<file path="config.mk">
export PLATFORM = sky130hd
export DESIGN_NAME = iett_top
export DESIGN_NICKNAME = d
export VERILOG_FILES = /design/src/pkg/iett_pkg.sv /design/src/iett_mem.sv /design/src/iett_top.sv
export SDC_FILE = /design/constraint.sdc
export NUM_CORES = 1
export LEC_CHECK = 0
export BUFFER_PORTS_ARGS = -buffer_cell sky130_fd_sc_hd__buf_2
export CORE_MARGIN = 2
export CORE_UTILIZATION = 44
export DETAILED_ROUTE_END_ITERATION = 10
export GPL_TIMING_DRIVEN = 0
export PLACE_DENSITY = 0.64
export SYNTH_ARGS = -nofsm -noshare
export SYNTH_HDL_FRONTEND = slang
export SYNTH_HIERARCHICAL = 1
export SYNTH_SLANG_ARGS = --single-unit
</file>
<file path="constraint.sdc">
create_clock -name clk -period 5.5 [get_ports clk]
set_input_delay 1.1 -clock clk [delete_from_list [all_inputs] [get_ports clk]]
set_output_delay 1.1 -clock clk [all_outputs]
set_load 0.1 [all_outputs]
</file>
<file path="src/pkg/iett_pkg.sv">
// Package with constants for the input event time tagger
package iett_pkg;
    // =====================================================================
    // Timing in state times (one state time is one clk cycle)
    // =====================================================================
    localparam int SAMPLE_STATES = 9;
    localparam int TIMER_STATES  = 8;
    localparam int HOLD_STATES   = 8;
    localparam int LINES         = 4;
    localparam int TAG_W         = 16;
    localparam int DEPTH         = 8;
    localparam int PTR_W         = 3;
    localparam int ENTRY_W       = LINES + TAG_W;
    localparam logic [3:0] SAMPLE_LAST = 4'(SAMPLE_STATES - 1);
    localparam logic [2:0] TIMER_LAST  = 3'(TIMER_STATES - 1);
    localparam logic [3:0] HOLD_LAST   = 4'(HOLD_STATES - 1);
endpackage : iett_pkg

</file>
<file path="src/iett_mem.sv">
// Small event memory with registered read data
`timescale 1ns/1ns
module iett_mem #(
    parameter int WIDTH = 20,
    parameter int DEPTH = 8,
    parameter int AW    = 3
) (
    input  wire logic             clk,
    input  wire logic             wr_en,
    input  wire logic [AW-1:0]    wr_addr,
    input  wire logic [WIDTH-1:0] wr_data,
    input  wire logic [AW-1:0]    rd_addr,
    output logic      [WIDTH-1:0] rd_data
);
    logic [WIDTH-1:0] mem_reg [DEPTH];

    always_ff @(posedge clk) begin
        if (wr_en) begin
            mem_reg[wr_addr] <= wr_data;
        end
    end

    always_ff @(posedge clk) begin
        rd_data <= mem_reg[rd_addr];
    end
endmodule : iett_mem

</file>
<file path="src/iett_top.sv">
// Fast input capture unit: sampling, time tagging, event queue, holding register
// Function
// RULE1: Sample capture lines once every 9 states
// RULE2: Faster transitions on one line may drop
// RULE3: Timer steps every 8; one value skipped
// RULE4: First two same-phase events share one tag
// RULE5: Close second event, other phase: tag plus one
// RULE6: If next is skipped value, tag plus two
// RULE7: Lone first event moves to holding after 8
// RULE8: Later event acts as fresh first event
// RULE9: Entries hold lines and tag, in order
`timescale 1ns/1ns
module iett_top
    import iett_pkg::*;
#(
    parameter int NLINES = iett_pkg::LINES,
    parameter int QDEPTH = iett_pkg::DEPTH
) (
    input  wire logic                        clk,
    input  wire logic                        rst,
    input  wire logic [iett_pkg::LINES-1:0]  event_lines,
    input  wire logic                        hold_read,
    output logic                             hold_valid,
    output logic [iett_pkg::LINES-1:0]       hold_lines,
    output logic [iett_pkg::TAG_W-1:0]       hold_tag,
    output logic                             queue_empty,
    output logic                             queue_full,
    output logic                             overflow
);
    import iett_pkg::*;

    // =====================================================================
    // Input synchronisers
    // =====================================================================
    logic [LINES-1:0] sync1_reg;
    logic [LINES-1:0] sync2_reg;
    logic [LINES-1:0] last_reg;

    always_ff @(posedge clk or posedge rst) begin
        if (rst) begin
            sync1_reg <= '0;
            sync2_reg <= '0;
        end else begin
            sync1_reg <= event_lines;
            sync2_reg <= sync1_reg;
        end
    end

    // =====================================================================
    // Sample phase and time base
    // =====================================================================
    logic [3:0]       samp_cnt_reg;
    logic [2:0]       tick_cnt_reg;
    logic [TAG_W-1:0] timer_reg;
    logic             sample_now;
    logic             timer_step;

    assign sample_now = (samp_cnt_reg == SAMPLE_LAST);
    assign timer_step = (tick_cnt_reg == TIMER_LAST);

    always_ff @(posedge clk or posedge rst) begin
        if (rst) begin
            samp_cnt_reg <= '0;
        end else if (sample_now) begin
            samp_cnt_reg <= '0; // [RULE1]
        end else begin
            samp_cnt_reg <= samp_cnt_reg + 4'h1;
        end
    end

    always_ff @(posedge clk or posedge rst) begin
        if (rst) begin
            tick_cnt_reg <= '0;
            timer_reg    <= '0;
        end else begin
            tick_cnt_reg <= tick_cnt_reg + 3'h1;
            if (timer_step) begin
                timer_reg <= timer_reg + 16'h0001; // [RULE3]
            end
        end
    end

    // Edges seen only at sample points; quicker toggles between them vanish
    logic [LINES-1:0] changed;
    logic             capture;
    assign changed = sync2_reg ^ last_reg; // [RULE2]
    assign capture = sample_now && (changed != '0); // [RULE1]

    always_ff @(posedge clk or posedge rst) begin
        if (rst) begin
            last_reg <= '0;
        end else if (sample_now) begin
            last_reg <= sync2_reg;
        end
    end

    // =====================================================================
    // Tag logic for first entries and close followers
    // =====================================================================
    // Tag is the timer seen at the sample point; since 9 > 8, one timer
    // value per nine counts is never seen, which yields the skipped value.
    logic [TAG_W-1:0] tag;
    logic [TAG_W-1:0] prev_tag_reg;
    logic             prev_valid_reg;
    logic [3:0]       since_reg;

    always_comb begin
        tag = timer_reg; // [RULE3]
        if (prev_valid_reg && since_reg < SAMPLE_LAST + 4'h1) begin
            // Close follower: previous tag plus one, or two past a skip
            if (timer_reg == prev_tag_reg + 16'h0002) begin
                tag = prev_tag_reg + 16'h0002; // [RULE6]
            end else begin
                tag = prev_tag_reg + 16'h0001; // [RULE5]
            end
        end
    end

    // =====================================================================
    // Event queue
    // =====================================================================
    logic [PTR_W:0]   wr_ptr_reg;
    logic [PTR_W:0]   rd_ptr_reg;
    logic [PTR_W:0]   count;
    logic             q_empty;
    logic             q_full;
    logic             pop;
    logic             push;
    logic [3:0]       dwell_reg;
    logic [ENTRY_W-1:0] rd_word;
    logic             pend_reg;

    assign count   = wr_ptr_reg - rd_ptr_reg;
    assign q_empty = (count == '0);
    assign q_full  = (count == (PTR_W+1)'(QDEPTH));
    assign push    = capture && !q_full;
    assign queue_empty = q_empty;
    assign queue_full  = q_full;

    // Head entry must sit HOLD_STATES before leaving; read data is registered
    assign pop = !q_empty && !hold_valid && !pend_reg && dwell_reg == HOLD_LAST; // [RULE7]

    always_ff @(posedge clk or posedge rst) begin
        if (rst) begin
            dwell_reg <= '0;
        end else if (q_empty || pop) begin
            dwell_reg <= '0;
        end else if (dwell_reg != HOLD_LAST) begin
            dwell_reg <= dwell_reg + 4'h1;
        end
    end

    always_ff @(posedge clk or posedge rst) begin
        if (rst) begin
            wr_ptr_reg <= '0;
            rd_ptr_reg <= '0;
        end else begin
            if (push) begin
                wr_ptr_reg <= wr_ptr_reg + 1'b1; // [RULE9]
            end
            if (pop) begin
                rd_ptr_reg <= rd_ptr_reg + 1'b1; // [RULE9]
            end
        end
    end

    // Shared tag: one entry holds all lines changed at the same sample
    iett_mem #(
        .WIDTH (ENTRY_W),
        .DEPTH (QDEPTH),
        .AW    (PTR_W)
    ) u_mem (
        .clk     (clk),
        .wr_en   (push),
        .wr_addr (wr_ptr_reg[PTR_W-1:0]),
        .wr_data ({changed, tag}), // [RULE4] [RULE9]
        .rd_addr (rd_ptr_reg[PTR_W-1:0]),
        .rd_data (rd_word)
    );

    always_ff @(posedge clk or posedge rst) begin
        if (rst) begin
            overflow <= 1'b0;
        end else begin
            overflow <= capture && q_full;
        end
    end

    // Tracks the previous entry only while the queue was empty at its arrival
    always_ff @(posedge clk or posedge rst) begin
        if (rst) begin
            prev_valid_reg <= 1'b0;
            prev_tag_reg   <= '0;
            since_reg      <= '0;
        end else if (push && q_empty && !prev_valid_reg) begin
            prev_valid_reg <= 1'b1; // [RULE8]
            prev_tag_reg   <= tag;
            since_reg      <= '0;
        end else if (prev_valid_reg) begin
            if (pop || since_reg == SAMPLE_LAST) begin
                prev_valid_reg <= 1'b0; // [RULE8]
            end
            since_reg <= since_reg + 4'h1;
            if (push) begin
                prev_valid_reg <= 1'b0;
            end
        end
    end

    // =====================================================================
    // Holding register
    // =====================================================================
    always_ff @(posedge clk or posedge rst) begin
        if (rst) begin
            pend_reg <= 1'b0;
        end else begin
            pend_reg <= pop;
        end
    end

    always_ff @(posedge clk or posedge rst) begin
        if (rst) begin
            hold_valid <= 1'b0;
            hold_lines <= '0;
            hold_tag   <= '0;
        end else if (pend_reg) begin
            hold_valid <= 1'b1; // [RULE7]
            hold_lines <= rd_word[ENTRY_W-1:TAG_W];
            hold_tag   <= rd_word[TAG_W-1:0];
        end else if (hold_read) begin
            hold_valid <= 1'b0;
        end
    end
endmodule : iett_top

</file>
==> results.sh <==
export IMPL_status="finished clean"
export IMPL_synth_top_area_share_pct=41.8
export IMPL_ys_seq_area_share_pct=65.1
export IMPL_drt_met1_wl_um=9670
export IMPL_drt_total_wl_um=21700
export IMPL_powerDensity_nw_per_um2=476
export IMPL_finalSetupViolations=0
export IMPL_via_count=6210
export IMPL_drtIter0Drc=433
export IMPL_r2r_end="u_mem/mem_reg[4][5]"
export IMPL_setup_tns_ns=0
export IMPL_synthMuxAreaShare_pct=15.5
export IMPL_synth_compound_gate_area_share_pct=3.58
export IMPL_finalInstanceArea_um2=13300
export IMPL_globalplace_congestion=0.833
export IMPL_switching_share_pct=33.0
export IMPL_arrival_ns=4.37
export IMPL_synth_edf_count=160
export IMPL_cts_tree="built"
export IMPL_synth_simple_gate_area_share_pct=6.60
export IMPL_start_util_pct=44.5
export IMPL_fmaxAchievable_mhz=239
export IMPL_clock_power_share_pct=32.6
export IMPL_grt_overflow=0
export IMPL_cts_htree_levels=1
export IMPL_largest_reg_flops=160
export IMPL_cts_root_buf="clkbuf_16"
export IMPL_rrSetupSlack_ns=1.31
export IMPL_yosysMostFrequentCell="edfxtp_1"
export IMPL_final_period_utilization_pct=76.1
export IMPL_numClockSinks=271
export IMPL_yosys_register_bits=271
export IMPL_place_inst=1110
export IMPL_port_buffers=30
export IMPL_clk_insertion_delay_late_ns=0.54
export IMPL_synthesis_area_um2=11500
export IMPL_min_path_type="reg -> reg"
export IMPL_dr_max_layer_used="met4"
export IMPL_cap_violations=0
export IMPL_grt_max_degree=69
export IMPL_post_cts_buffers=0
export IMPL_routedWlPerCell_um=18.6
export IMPL_grt_pass1_wl_um=34900
export IMPL_routed_wl_met3_um=904
export IMPL_synth_cell_types=53
export IMPL_cts_buffers=28
export IMPL_core_um2=25800
export IMPL_dp_hpwl_um=14600
export IMPL_dpl_cell_area_um2=12300
export IMPL_die_h_um=166
export IMPL_combPwrFrac_pct=28.0
export IMPL_ys_top_cells_by_count="160 x edfxtp_1, 91 x dfrtp_1, 58 x mux2_2"
export IMPL_synth_xor_area_share_pct=4.74
export IMPL_synth_cells=734
export IMPL_reg2reg_from="prev_tag_reg[0]"
export IMPL_power_mw=6.33
export IMPL_hold_end="sync2_reg[3]"
export IMPL_grt_pass1_vias=6268
export IMPL_path_max_fanout=10
export IMPL_antenna_found_initial=0
export IMPL_syn_avg_cell_area_um2=15.7
export IMPL_tightest_slew_ns=1.27
export IMPL_hold_buffers=0
export IMPL_internal_power_mw=4.24
export IMPL_syn_nets=757
export IMPL_synth_top_cell_by_area="edfxtp_1"
export IMPL_synth_top_family_by_area="multiplexers"
export IMPL_cp_start_kind="flop"
export IMPL_criticalPathCategory="reg -> reg"
export IMPL_relSlewSlack_pct=14.4
export IMPL_wl_met2_um=10600
export IMPL_clk_pin_slew_ns=0.06
export IMPL_place_ws_ns=1.36
export IMPL_grt_setup_unrepaired="false"
export IMPL_grtUsageTotal_pct=16.0
export IMPL_total_leakage_power_nw=4.71
export IMPL_drc=0
export IMPL_peakVddDrop_mv=0.507
export IMPL_period_needed_ns=4.19
export IMPL_ant_nets=0
export IMPL_die_width_um=166
export IMPL_top_level_ports=31
export IMPL_finish_utilization_pct=51.5
export IMPL_r2r_cells=10
export IMPL_fin_cells=1162
export IMPL_fin_skew_ns=0.0184
export IMPL_drive_above_1_share_pct=21.5
export IMPL_whs_ns=0.343
export IMPL_crit_required_ns=5.68
export IMPL_report_final_slew_viol_count=0
export IMPL_cts_max_path_buffers=3
export IMPL_antenna_cells=0
export IMPL_setup_slack_ns=1.31
export IMPL_synthFlopType="edfxtp_1"
export IMPL_syn_to_final_growth_pct=15.8
export IMPL_synthArstFlopShare_pct=33.6
export IMPL_end_kind="flop"
export IMPL_fin_nets=828
export IMPL_dieArea_um2=27400
export IMPL_synth_fa_ha_area_share_pct=1.74
export IMPL_hold_depth=0
export IMPL_finalHoldViolCount=0
export IMPL_via_per_inst=5.34
export IMPL_min_from="sync1_reg[3]"
export IMPL_row_count=59
export IMPL_p_seq_share_pct=39.4
export IMPL_switchingPower_mw=2.09
export IMPL_dr_pass1_iters=4
export IMPL_ctsResizeCount=0
export IMPL_synth_area_leaders="edfxtp_1 42%, dfrtp_1 20%, mux4_1 9.1%"
export IMPL_yosysWarnings=6
[cells by family (layout without fill, tap and decap cells)]
logic type	count (synthesis)	count (layout)
fa+ha+maj	16	16
flops	271	271
mux	106	106
xor+xnor	59	59
compound gates	64	64
buf+inv	68	161
simple gates	150	150
[area by class of cell]
| type | instances | area (µm²) |
|---|---|---|
| multi-input cells | 395 | 3730 |
| repair buffers | 41 | 334 |
| flip-flops and latches | 271 | 7480 |
| plain buffers | 47 | 238 |
| fillers | 2099 | 12500 |
| clock inverters | 20 | 284 |
| inverters | 21 | 81.3 |
| well taps | 335 | 419 |
| clock buffers | 32 | 747 |
[per-layer routing]
metal / GRT usage (%) / vias to the layer above
met5: 0 / -
met4: 4.73 / 0
met3: 2.27 / 30
met2: 26.7 / 127
met1: 22.1 / 3129
li1: - / 2924
[worst max-delay path, cell delays in order, from the launching register on]
cell and delay [ns]:
dfrtp_1 0.35, clkbuf_1 0.42, xnor2_1 0.18, nand3_1 0.10, nor4_1 0.37, o2111ai_1 0.26
a2111oi_4 0.56, buf_2 0.35, o2111ai_1 0.16, xor2_1 0.18, o21ai_0 0.88
[power by group through the flow]
stage / logic (mW) / registers, mW / clock network (mW)
2_1_floorplan: 0.889 / 3.06 / 0
3_3_place_gp: 1.76 / 2.53 / 0
3_5_place_dp: 1.79 / 2.54 / 0
4_1_cts: 1.79 / 2.49 / 2.12
5_1_grt: 1.89 / 2.52 / 2.20
6_report: 1.77 / 2.49 / 2.07
[cell usage in the layout (no fill, tap or decap), types with 7 or more instances in the layout]
master and count:
inv_1 20, nor3_1 11, nand4_1 11, mux2_2 58, edfxtp_1 160, nor2_1 24, dfrtp_1 91, clkbuf_16 29
bufinv_16 7, xnor2_1 28, ha_1 16, mux4_1 40, mux2i_1 8, o21ai_0 32, clkbuf_1 25, nand2_1 38
dfxtp_1 20, buf_6 11, buf_2 40, nand3_1 23, xor2_1 29, a21oi_1 7
[how the worst max path moves through the flow]
stage                                 endpoint  depth (start not counted)  slack [ns]       startpoint
after detailed placement   u_mem/mem_reg[4][5]                         10        1.36  prev_tag_reg[0]
final                      u_mem/mem_reg[4][5]                         10        1.31  prev_tag_reg[0]
after floorplan            u_mem/mem_reg[4][0]                          8        1.43    wr_ptr_reg[1]
after global routing       u_mem/mem_reg[4][5]                         10        1.03  prev_tag_reg[1]
after global placement    u_mem/mem_reg[4][18]                          8        0.11  samp_cnt_reg[0]
after CTS                  u_mem/mem_reg[4][5]                         10        1.33  prev_tag_reg[0]
Note: power is estimated with default switching activity, not from simulation.
